## src/shms_defs.svh

```systemverilog
`ifndef SHMS_DEFS_SVH
`define SHMS_DEFS_SVH
// ==========================================================
// Method numbers
`define SHMS_M_LIMIT_REV 8'h01
`define SHMS_M_LIMIT_FWD 8'h02
`define SHMS_M_DOG_FIRST 8'h03
`define SHMS_M_REVERSE_FIRST 8'h07
`define SHMS_M_BASE_LAST 8'h0E
`define SHMS_M_NOIDX_OFS 8'h10
`define SHMS_M_NOIDX_FIRST 8'h11
`define SHMS_M_NOIDX_LAST 8'h1E
`define SHMS_M_INDEX_REV 8'h21
`define SHMS_M_INDEX_FWD 8'h22
`define SHMS_M_CURPOS_A 8'h23
`define SHMS_M_CURPOS_B 8'h25
// ==========================================================
// Widths, reset values and sensor slots
`define SHMS_POS_W 32
`define SHMS_POS_RESET 32'h00000000
`define SHMS_NUM_SRC 4
`define SHMS_SRC_DOG 2
`define SHMS_SRC_INDEX 3
`endif

```

## src/shms_pkg.sv

```systemverilog
`include "shms_defs.svh"
package shms_pkg;
   typedef struct packed {
      logic valid;
      logic useIndex;
      logic limitRef;
      logic refLast;
      logic mayReverse;
      logic startFwd;
      logic creepStart;
      logic current;
   } shms_method_t;

   typedef enum logic [5:0] {
      ST_IDLE = 6'b000001,
      ST_SEEK = 6'b000010,
      ST_DOG = 6'b000100,
      ST_AWAY = 6'b001000,
      ST_ZSEEK = 6'b010000,
      ST_SHIFT = 6'b100000
   } shms_state_t;

   typedef struct packed {
      logic [`SHMS_NUM_SRC-1:0] rise;
      logic [`SHMS_NUM_SRC-1:0] fall;
   } shms_edges_t;
endpackage

```

## src/shms_edge_detect.sv

```systemverilog
`include "shms_defs.svh"
module shms_edge_detect
   import shms_pkg::*;
(
   input wire logic clk_sys,
   input wire logic rst_n,
   input wire logic [`SHMS_NUM_SRC-1:0] level,
   output shms_edges_t edges
);
   logic [`SHMS_NUM_SRC-1:0] prev;

   always_ff @(posedge clk_sys or negedge rst_n) begin
      if (!rst_n) begin
         prev <= '0;
      end else begin
         prev <= level;
      end
   end

   // ==========================================================
   // Edges per sensor
   genvar i;
   generate
      for (i = 0; i < `SHMS_NUM_SRC; i++) begin : g_src
         assign edges.rise[i] = level[i] & ~prev[i];
         assign edges.fall[i] = ~level[i] & prev[i];
      end
   endgenerate
endmodule

```

## src/shms_sequencer.sv

```systemverilog
// How it works
// Methods 7,8,11,12: home as 3-6, reverse
// Method 7: last index inside home switch
// Method 8: forward start, index after switch
// 7,8 start forward; 11,12 start reverse
// Methods 9,10 search forward with index
// Method 9: index before switch trailing edge
// Method 10: index after switch trailing edge
// 9,10: forward limit reverses the search
// Methods 13,14 mirror 9,10 start direction
// 17-30 move as 1-14, edge homes
// Method 19: home at switch front edge
// Method 20: home at switch rear edge
// 33,34: first index, creep from start
// 35,37: current position, servo off allowed
// Direction select 1 with polarity reflect set mirrors all searches
// Mirror applies only with polarity reflect set
// Method 1 searches opposite to method 2
// Installer: limit half turn from index
// Methods 1,2 refused with software limits
// Opposite limit before index raises warning
// Then shift by offset at creep, complete
`include "shms_defs.svh"
module shms_sequencer
   import shms_pkg::*;
(
   input wire logic clk_sys,
   input wire logic rst_n,
   input wire logic startHoming,
   input wire logic [7:0] homingMethod,
   input wire logic travelDirectionSelect,
   input wire logic homingPolarityReflect,
   input wire logic servoOn,
   input wire logic softLimitMode,
   input wire logic limitFwd,
   input wire logic limitRev,
   input wire logic homeSwitch,
   input wire logic indexPulse,
   input wire logic [`SHMS_POS_W-1:0] position,
   input wire logic [`SHMS_POS_W-1:0] homeOffset,
   output logic moveFwd,
   output logic moveRev,
   output logic creepSpeed,
   output logic busy,
   output logic homeDone,
   output logic homeAttained,
   output logic homingIncompleteWarning,
   output logic methodRefused,
   output logic [`SHMS_POS_W-1:0] homePosition
);
   // ==========================================================
   // Method decode
   function automatic shms_method_t decodeMethod(input logic [7:0] m);
      shms_method_t d;
      logic [7:0] b;
      d = '0;
      b = m;
      if (m >= `SHMS_M_NOIDX_FIRST && m <= `SHMS_M_NOIDX_LAST) begin
         b = m - `SHMS_M_NOIDX_OFS;
      end
      if (m == `SHMS_M_INDEX_REV || m == `SHMS_M_INDEX_FWD) begin
         d.valid = 1'b1;
         d.useIndex = 1'b1;
         d.creepStart = 1'b1;
         d.startFwd = (m == `SHMS_M_INDEX_FWD);
      end else if (m == `SHMS_M_CURPOS_A || m == `SHMS_M_CURPOS_B) begin
         d.valid = 1'b1;
         d.current = 1'b1;
      end else if (b >= `SHMS_M_LIMIT_REV && b <= `SHMS_M_BASE_LAST) begin
         d.valid = 1'b1;
         d.useIndex = (m <= `SHMS_M_BASE_LAST);
         d.limitRef = (b <= `SHMS_M_LIMIT_FWD);
         // Odd dog methods reference the switch region before its end
         d.refLast = b[0] && (b >= `SHMS_M_DOG_FIRST);
         d.mayReverse = (b >= `SHMS_M_REVERSE_FIRST);
         case (b)
            8'h02, 8'h03, 8'h04, 8'h07, 8'h08, 8'h09, 8'h0A: begin
               d.startFwd = 1'b1;
            end
            default: begin
               d.startFwd = 1'b0;
            end
         endcase
      end
      return d;
   endfunction

   // ==========================================================
   // Sensor edges
   shms_edges_t edges;
   logic idxRise;
   logic dogFall;

   shms_edge_detect u_edges (
      .clk_sys(clk_sys),
      .rst_n(rst_n),
      .level({indexPulse, homeSwitch, limitRev, limitFwd}),
      .edges(edges)
   );

   assign idxRise = edges.rise[`SHMS_SRC_INDEX];
   assign dogFall = edges.fall[`SHMS_SRC_DOG];

   // ==========================================================
   // Working state
   shms_state_t state;
   shms_method_t cfg;
   logic dir;
   logic mirror;
   logic reversed;
   logic haveCand;
   logic [`SHMS_POS_W-1:0] candidate;
   logic [`SHMS_POS_W-1:0] target;

   shms_method_t newCfg;
   logic newMirror;
   logic logLimF;
   logic logLimR;
   logic limAhead;
   logic limBehind;
   logic accept;

   assign newCfg = decodeMethod(homingMethod);
   assign newMirror = travelDirectionSelect & homingPolarityReflect;
   // Limits seen in the logical frame so mirroring needs no special case
   assign logLimF = mirror ? limitRev : limitFwd;
   assign logLimR = mirror ? limitFwd : limitRev;
   assign limAhead = dir ? logLimF : logLimR;
   assign limBehind = dir ? logLimR : logLimF;
   // Software limits give no physical edge to creep away from
   assign accept = newCfg.valid && (newCfg.current || servoOn) &&
      !(newCfg.limitRef && newCfg.useIndex && softLimitMode);

   // ==========================================================
   // Next-state decision
   shms_state_t next_state;
   logic next_dir;
   logic next_creep;
   logic next_reversed;
   logic doLatch;
   logic [`SHMS_POS_W-1:0] latchVal;
   logic doFail;
   logic doneNow;

   always_comb begin
      next_state = state;
      next_dir = dir;
      next_creep = creepSpeed;
      next_reversed = reversed;
      doLatch = 1'b0;
      latchVal = position;
      doFail = 1'b0;
      doneNow = 1'b0;
      case (state)
         ST_IDLE: begin
            if (startHoming && accept && newCfg.current) begin
               doLatch = 1'b1;
               doneNow = 1'b1;
            end else if (startHoming && accept) begin
               next_dir = newCfg.startFwd;
               next_creep = newCfg.creepStart;
               next_reversed = 1'b0;
               next_state = newCfg.creepStart ? ST_ZSEEK : ST_SEEK;
            end
         end
         ST_SEEK: begin
            if (cfg.limitRef && limAhead) begin
               next_dir = ~dir;
               next_creep = 1'b1;
               next_state = ST_AWAY;
            end else if (!cfg.limitRef && homeSwitch) begin
               next_creep = 1'b1;
               if (!cfg.useIndex && cfg.refLast) begin
                  doLatch = 1'b1;
                  next_state = ST_SHIFT;
               end else begin
                  next_state = ST_DOG;
               end
            end else if (limAhead && cfg.mayReverse && !reversed) begin
               next_dir = ~dir;
               next_reversed = 1'b1;
            end else if (limAhead) begin
               doFail = 1'b1;
            end
         end
         ST_DOG: begin
            if (dogFall) begin
               if (!cfg.useIndex) begin
                  doLatch = 1'b1;
                  next_state = ST_SHIFT;
               end else if (cfg.refLast) begin
                  // Last index inside the switch region
                  latchVal = idxRise ? position : candidate;
                  doLatch = idxRise || haveCand;
                  doFail = !(idxRise || haveCand);
                  next_state = doLatch ? ST_SHIFT : ST_IDLE;
               end else begin
                  next_state = ST_ZSEEK;
               end
            end else if (limAhead && cfg.mayReverse && !reversed) begin
               next_dir = ~dir;
               next_reversed = 1'b1;
            end else if (limAhead) begin
               doFail = 1'b1;
            end
         end
         ST_AWAY: begin
            if (cfg.useIndex && idxRise) begin
               doLatch = 1'b1;
               next_state = ST_SHIFT;
            end else if (!cfg.useIndex && !limBehind) begin
               doLatch = 1'b1;
               next_state = ST_SHIFT;
            end else if (limAhead) begin
               doFail = 1'b1;
            end
         end
         ST_ZSEEK: begin
            if (idxRise) begin
               doLatch = 1'b1;
               next_state = ST_SHIFT;
            end else if (limAhead) begin
               doFail = 1'b1;
            end
         end
         ST_SHIFT: begin
            next_creep = 1'b1;
            if (position == target) begin
               doneNow = 1'b1;
            end
         end
         default: begin
            next_state = ST_IDLE;
         end
      endcase
      if (doFail || doneNow) begin
         next_state = ST_IDLE;
      end
   end

   // ==========================================================
   // Sequencer registers
   always_ff @(posedge clk_sys or negedge rst_n) begin
      if (!rst_n) begin
         state <= ST_IDLE;
         dir <= 1'b0;
         reversed <= 1'b0;
         creepSpeed <= 1'b0;
      end else begin
         state <= next_state;
         dir <= next_dir;
         reversed <= next_reversed;
         creepSpeed <= (next_state == ST_IDLE) ? 1'b0 : next_creep;
      end
   end

   always_ff @(posedge clk_sys or negedge rst_n) begin
      if (!rst_n) begin
         cfg <= '0;
         mirror <= 1'b0;
      end else if (state == ST_IDLE && startHoming && accept) begin
         cfg <= newCfg;
         mirror <= newMirror;
      end
   end

   always_ff @(posedge clk_sys or negedge rst_n) begin
      if (!rst_n) begin
         candidate <= `SHMS_POS_RESET;
         haveCand <= 1'b0;
      end else if (state != ST_DOG) begin
         haveCand <= 1'b0;
      end else if (idxRise) begin
         candidate <= position;
         haveCand <= 1'b1;
      end
   end

   // Offset is applied after the reference, so a negative offset
   // first reaches the reference and then backs off
   always_ff @(posedge clk_sys or negedge rst_n) begin
      if (!rst_n) begin
         homePosition <= `SHMS_POS_RESET;
         target <= `SHMS_POS_RESET;
      end else if (doLatch) begin
         homePosition <= latchVal;
         target <= cfg.current ? latchVal : latchVal + homeOffset;
         if (state == ST_IDLE) begin
            target <= latchVal;
         end
      end
   end

   // ==========================================================
   // Motion outputs, physical frame
   always_ff @(posedge clk_sys or negedge rst_n) begin
      if (!rst_n) begin
         moveFwd <= 1'b0;
         moveRev <= 1'b0;
         busy <= 1'b0;
      end else begin
         busy <= (next_state != ST_IDLE);
         if (next_state == ST_IDLE) begin
            moveFwd <= 1'b0;
            moveRev <= 1'b0;
         end else if (next_state == ST_SHIFT) begin
            moveFwd <= $signed(position) < $signed(doLatch ?
               latchVal + homeOffset : target);
            moveRev <= $signed(position) > $signed(doLatch ?
               latchVal + homeOffset : target);
         end else begin
            moveFwd <= next_dir ^ (state == ST_IDLE ? newMirror : mirror);
            moveRev <= ~(next_dir ^ (state == ST_IDLE ? newMirror : mirror));
         end
      end
   end

   // ==========================================================
   // Status outputs
   always_ff @(posedge clk_sys or negedge rst_n) begin
      if (!rst_n) begin
         homeDone <= 1'b0;
         homeAttained <= 1'b0;
         homingIncompleteWarning <= 1'b0;
         methodRefused <= 1'b0;
      end else begin
         homeDone <= doneNow;
         methodRefused <= (state == ST_IDLE) && startHoming && !accept;
         if (doneNow) begin
            homeAttained <= 1'b1;
         end else if (state == ST_IDLE && startHoming && accept) begin
            homeAttained <= 1'b0;
         end
         if (doFail) begin
            homingIncompleteWarning <= 1'b1;
         end else if (state == ST_IDLE && startHoming && accept) begin
            homingIncompleteWarning <= 1'b0;
         end
      end
   end
endmodule

```

## config.mk

```make
export PLATFORM = sky130hd
export DESIGN_NAME = shms_sequencer
export DESIGN_NICKNAME = d
export VERILOG_FILES = /design/src/shms_pkg.sv /design/src/shms_edge_detect.sv /design/src/shms_sequencer.sv
export VERILOG_INCLUDE_DIRS = /design/src
export SDC_FILE = /design/constraint.sdc
export NUM_CORES = 1
export LEC_CHECK = 0
export BUFFER_PORTS_ARGS = -buffer_cell sky130_fd_sc_hd__buf_2
export CAP_MARGIN = 20
export CORE_UTILIZATION = 53
export CTS_CLUSTER_SIZE = 10
export DETAILED_ROUTE_END_ITERATION = 16
export PLACE_DENSITY_LB_ADDON = 0.12
export SYNTH_ARGS = -nofsm -noshare
export SYNTH_HDL_FRONTEND = slang
export SYNTH_SLANG_ARGS = --single-unit
```

## constraint.sdc

```tcl
create_clock -name clk_sys -period 6.4 [get_ports clk_sys]
set_input_delay 0.64 -clock clk_sys [delete_from_list [all_inputs] [get_ports clk_sys]]
set_output_delay 0.64 -clock clk_sys [all_outputs]
set_load 0.005 [all_outputs]
```

==> results of run 1 <==
-- cells by family after synthesis --
group,after synthesis,synth area share
fa+ha+maj,69,0.09742
compound gates,230,0.1676
xor+xnor,67,0.06583
mux,93,0.1123
simple gates,357,0.1852
buf+inv,68,0.03186
flops,121,0.3398
-- flip-flops by register name, summed over array words and instances (netlist names), 2 cells and up --
signal and flops:
cfg 5, candidate 32, homePosition 32, state 6, target 32, u_edges.prev 2
-- layer usage --
layer / vias up / GRT usage / part of all wire / wire length, µm
met4: 0 / 0.05491 / 0.0086 / 210
met2: 222 / 0.4553 / 0.47 / 11440
met3: 19 / 0.04900 / 0.049 / 1183
li1: 3883 / - / - / -
met1: 3818 / 0.4006 / 0.47 / 11510
met5: - / 0 / 0 / 0
-- layout make-up --
class,count,area share
Inverter,25,0.008774
Clock buffer,18,0.04106
Sequential cell,121,0.2836
Timing Repair Buffer,165,0.09102
Tap cell,220,0.02574
Multi-Input combinational cell,816,0.5314
Clock inverter,14,0.01848
-- placed cells by master (no fill, tap or decap), drive strengths merged, types with 5 or more instances in the layout --
master	instances
nor2	155
and2	6
clkbuf	19
nand2b	7
dfrtp	120
xor2	33
a31oi	23
o21a	9
inv	26
nand3	22
mux2	56
a21oi	71
o21bai	5
mux2i	37
a21o	22
xnor2	34
a21boi	9
clkinv	7
nand2	87
nor2b	8
nor3	17
nor4	10
o21ai	47
a211oi	10
nand4	17
buf	164
and3	6
ha	67
-- power breakdown --
part / internal, mW / switching, mW
Combinational: 0.404 / 0.522
Sequential: 0.902 / 0.0970
Clock: 0.664 / 0.373
-- final timing paths --
check / to / cells past startpoint / from
worst max-delay path: moveRev / 28 / state[3]
worst min-delay path: u_edges.prev[2] / 1 / rst_n
worst max register to register: moveRev / 28 / state[3]
worst min register to register: homePosition[21] / 2 / homePosition[21]
max in group asynchronous: target[18] / 2 / rst_n
min in group clk_sys: u_edges.prev[2] / 1 / homeSwitch
-- per-stage QoR --
step	cells	worst slack [ns]	cell area (µm²)	power [mW]	TNS, ns
floorplan	1005	0.3502	8914	1.588	0
global placement	1339	0.2484	9902	1.899	0
detailed placement	1339	0.07611	9902	1.910	0
CTS	1371	0.1971	10540	2.957	0
global route	1379	-0.1003	10700	3.128	-0.1723
finish	1379	0.2633	10700	2.961	0
-- worst reg2reg max path: cells and delay by family (launching register included) --
kind | cells | cell delay [ns]
xor gates and xnor gates | 1 | 0.13
AOI/OAI and AO/OA | 10 | 1.61
and+or+nand+nor | 11 | 2.09
buffers and inverters | 2 | 0.31
DFF | 1 | 0.44
muxes | 2 | 0.74
adders and majority gates | 2 | 0.68
-- repair_timing --
item / 4_1_cts / 5_1_grt
gates resized for setup: 0 / 19
buffers inserted: 0 / 7
setup endpoints to repair: 0 / 2
==> results.sh, run 1 <==
export IMPL_status="complete, no violations"
export IMPL_setup_viol=0
export IMPL_synth_top_area_frac=0.3369
export IMPL_timing_fmax_mhz=163.0
export IMPL_io_pins=123
export IMPL_final_hold_violation_count=0
export IMPL_ys_types=74
export IMPL_ys_flop_type="dfrtp_1"
export IMPL_rows=47
export IMPL_multi_input_area_um2=5683
export IMPL_track_usage=0.2831
export IMPL_core_um2=16520
export IMPL_whs_ns=0.3199
export IMPL_grt_overflow_total=0
export IMPL_max_slew_margin=0.4117
export IMPL_hpwl_um=17560
export IMPL_ant_nets=0
export IMPL_p_leak_nw=4.969
export IMPL_worstSetupEndpointType="flop"
export IMPL_initial_core_util=0.5394
export IMPL_cpMaxStageDelayCell="or4_4"
export IMPL_dr_pass1_iters=5
export IMPL_cp_slowest_stage_delay_ns=0.55
export IMPL_cts_max_level=4
export IMPL_drc=0
export IMPL_skew_ns=0.01344
export IMPL_vias_per_cell=5.759
export IMPL_ys_ff_latch=121
export IMPL_finalCritPeriodShare=0.9589
export IMPL_gp_congestion=0.9070
export IMPL_clkSinkCount=121
export IMPL_path_class="reg -> reg"
export IMPL_synth_top_area_cell="dfrtp_1"
export IMPL_drt_wl_total_um=24340
export IMPL_final_core_utilization=0.6472
export IMPL_async_flop_share=1.000
export IMPL_cts_tree="done"
export IMPL_n_antenna_cell=0
export IMPL_power_density_nw_per_um2=276.9
export IMPL_synth_most_common_cell="nor2_1"
export IMPL_final_nets=1297
export IMPL_grt_pass1_wl_um=38770
export IMPL_synth_common_cells="nor2_1 (154), dfrtp_1 (120), nand2_1 (87)"
export IMPL_syn_nets=1156
export IMPL_syn_area_per_cell_um2=8.869
export IMPL_cp_max_fo=7
export IMPL_die_area_um2=17340
export IMPL_cts_hold_buffers=0
export IMPL_crit_family="simple AND/OR/NAND/NOR gates"
export IMPL_clock_path_buffers=2
export IMPL_min_period_ns=6.137
export IMPL_area_growth_pct=19.99
export IMPL_critPathArrivalTime_ns=6.43
export IMPL_slew_viol_final=0
export IMPL_vias=7942
export IMPL_fillers=1411
export IMPL_worstMarginPinSlew_ns=0.8824
export IMPL_grt_max_degree=70
export IMPL_syn_area_um2=8914
export IMPL_r2r_setup_slack_ns=0.26
export IMPL_synthTopCellsByArea="dfrtp_1 (34%), ha_1 (9.4%), mux2_2 (7.1%), nor2_1 (6.5%), mux2i_1 (4.2%)"
export IMPL_seq_area_frac_synth=0.3398
export IMPL_synth_cells=1005
export IMPL_drt_iter0_drc=545
export IMPL_drive_gt1_frac=0.2519
export IMPL_register_area_um2=3033
export IMPL_drv_cap=0
export IMPL_post_drt_wl_per_cell_um=17.65
export IMPL_clock_latency_ns=0.43
export IMPL_clk_pin_slew_ns=0.06
export IMPL_antenna_found_initial=0
export IMPL_start_kind="flop"
export IMPL_port_buffers=122
export IMPL_die_h_um=131.7
export IMPL_synth_edf_count=0
export IMPL_irDropWorstVdd_v=0.0002052
export IMPL_cts_buffers=17
export IMPL_crit_required_ns=6.70
export IMPL_min_path_type="in -> async"
export IMPL_cts_root_buf="clkbuf_16"
export IMPL_worstPathBufferInverterCount=2
export IMPL_die_x_um=131.7
export IMPL_grt_pass1_vias=7482
export IMPL_ys_warn_count=0
Power figures use the tool's default switching activity.
==> run 2: changes to the inputs <==
--- a/config.mk
+++ b/config.mk
@@ -8,7 +8,8 @@
 export LEC_CHECK = 0
 export BUFFER_PORTS_ARGS = -buffer_cell sky130_fd_sc_hd__buf_2
 export CAP_MARGIN = 20
-export CORE_UTILIZATION = 53
+export CORE_UTILIZATION = 55
+export CTS_BUF_LIST = sky130_fd_sc_hd__clkbuf_2 sky130_fd_sc_hd__clkbuf_4 sky130_fd_sc_hd__clkbuf_8
 export CTS_CLUSTER_SIZE = 10
 export DETAILED_ROUTE_END_ITERATION = 16
 export PLACE_DENSITY_LB_ADDON = 0.12
==> run 2 against run 1 <==
  * Die area fell by 3.6%
  * Power fell by 6.4%
  * First-iteration DRC count rose by 17%
  * Critical path depth did not move
  * Critical path type unchanged
  * Largest cell class unchanged
  * Largest power group is now sequential cells
==> results.sh, run 2 (synthesis results as in run 1) <==
export IMPL_path_class="reg -> reg"
export IMPL_cts_max_level=4
export IMPL_largestRegisters="candidate: 32 flops, homePosition: 32 flops, target: 32 flops"
export IMPL_r2r_cells=28
export IMPL_rr_startpoint="state[3]"
export IMPL_cts_buffers=17
export IMPL_vias=7973
export IMPL_n_antenna_cell=0
export IMPL_finalCritPeriodShare=0.9470
export IMPL_post_drt_wl_per_cell_um=17.61
export IMPL_core_um2=15830
export IMPL_track_usage=0.2940
export IMPL_clock_path_buffers=2
export IMPL_die_area_um2=16720
export IMPL_drt_iter0_drc=638
export IMPL_timing_fmax_mhz=165.0
export IMPL_port_buffers=122
export IMPL_skew_ns=0.01444
export IMPL_r2r_setup_slack_ns=0.34
export IMPL_start_kind="flop"
export IMPL_min_path_type="in -> async"
export IMPL_final_core_utilization=0.6643
export IMPL_final_hold_violation_count=0
export IMPL_worstSetupPathDepth=28
export IMPL_crit_end="moveRev"
export IMPL_hpwl_um=17440
export IMPL_slew_viol_final=0
export IMPL_worstMarginPinSlew_ns=0.9041
export IMPL_final_common_cell="nor2_1"
export IMPL_cts_tree="done"
export IMPL_most_common_layout_cells="nor2_1 (153), buf_2 (121), dfrtp_1 (118)"
export IMPL_initial_core_util=0.5632
export IMPL_clock_latency_ns=0.47
export IMPL_max_slew_margin=0.3973
export IMPL_io_pins=123
export IMPL_stdcell_count=1366
export IMPL_p_leak_nw=4.879
export IMPL_crit_required_ns=6.75
export IMPL_cp_max_fo=7
export IMPL_rows=46
export IMPL_drt_wl_total_um=24060
export IMPL_antenna_found_initial=0
export IMPL_clk_pin_slew_ns=0.08
export IMPL_area_growth_pct=17.97
export IMPL_drv_cap=0
export IMPL_vias_per_cell=5.837
export IMPL_power_density_nw_per_um2=263.7
export IMPL_grt_max_degree=70
export IMPL_min_period_ns=6.061
export IMPL_gp_congestion=0.8989
export IMPL_die_x_um=129.3
export IMPL_worstPathBufferInverterCount=2
export IMPL_drive_gt1_frac=0.2443
export IMPL_setup_viol=0
export IMPL_final_nets=1288
export IMPL_ant_nets=0
export IMPL_cp_slowest_stage_delay_ns=0.55
export IMPL_cpMaxStageDelayCell="or4_4"
export IMPL_die_h_um=129.3
export IMPL_grt_overflow_total=0
export IMPL_place_inst=1325
export IMPL_crit_family="simple AND/OR/NAND/NOR gates"
export IMPL_irDropWorstVdd_v=0.0001852
export IMPL_clkSinkCount=121
export IMPL_worstSetupEndpointType="flop"
export IMPL_critPathArrivalTime_ns=6.41
export IMPL_grt_pass1_vias=7399
export IMPL_path_common_cell="nand3_1"
export IMPL_grt_pass1_wl_um=37740
export IMPL_place_ws_ns=-0.07713
export IMPL_r2r_end="moveRev"
export IMPL_dr_pass1_iters=8
export IMPL_crit_start="state[3]"
export IMPL_drc=0
export IMPL_status="complete, no violations"
export IMPL_fillers=1359
export IMPL_layout_setup_ws_ns=0.3394
export IMPL_cts_root_buf="clkbuf_8"
## run 2: layout make-up
| class | instances | area (µm²) | share of cell area |
|---|---|---|---|
| Tap cell | 216 | 270.3 | 0.02570 |
| Timing Repair Buffer | 156 | 929.6 | 0.08841 |
| Multi-Input combinational cell | 816 | 5709 | 0.5430 |
| Clock buffer | 21 | 289.0 | 0.02749 |
| Sequential cell | 121 | 3032 | 0.2883 |
| Inverter | 25 | 93.84 | 0.008924 |
| Clock inverter | 11 | 191.4 | 0.01821 |
## run 2: power breakdown
group / leakage (nW) / internal (mW) / switching, mW
clock network: 0.234 / 0.504 / 0.338
logic: 3.11 / 0.407 / 0.527
registers: 1.53 / 0.900 / 0.0963
## run 2: worst min-delay path by stage
stage | to | startpoint | cells after the start
finish | haveCand | rst_n | 1
detailed placement | homeAttained | homeAttained | 1
floorplan | busy | rst_n | 0
CTS | haveCand | rst_n | 1
global placement | homeAttained | homeAttained | 1
global route | haveCand | rst_n | 1
## run 2: repair_timing
action / in CTS / in global routing
hold buffers: 0 / 0
setup buffers: 0 / 9
gates resized for setup: 0 / 20
setup endpoints to repair: 0 / 2
## run 2: layer usage
layer / global-route usage / part of all wire / vias up
met4: 0.08651 / 0.019 / 0
met2: 0.4620 / 0.46 / 253
met1: 0.4133 / 0.47 / 3815
met3: 0.05326 / 0.057 / 38
met5: 0 / 0 / -
li1: - / - / 3867
## run 2: metrics by stage
stage                     power, mW  setup TNS, ns  area [µm²]  hold WS [ns]
final                         2.773              0       10520        0.1904
after global routing          2.943       -0.01053       10520        0.2613
after CTS                     2.760              0       10320        0.2291
after detailed placement      1.913        -0.1440        9842        0.4667
after global placement        1.887              0        9814        0.4651
after floorplan               1.588              0        8914        0.3444
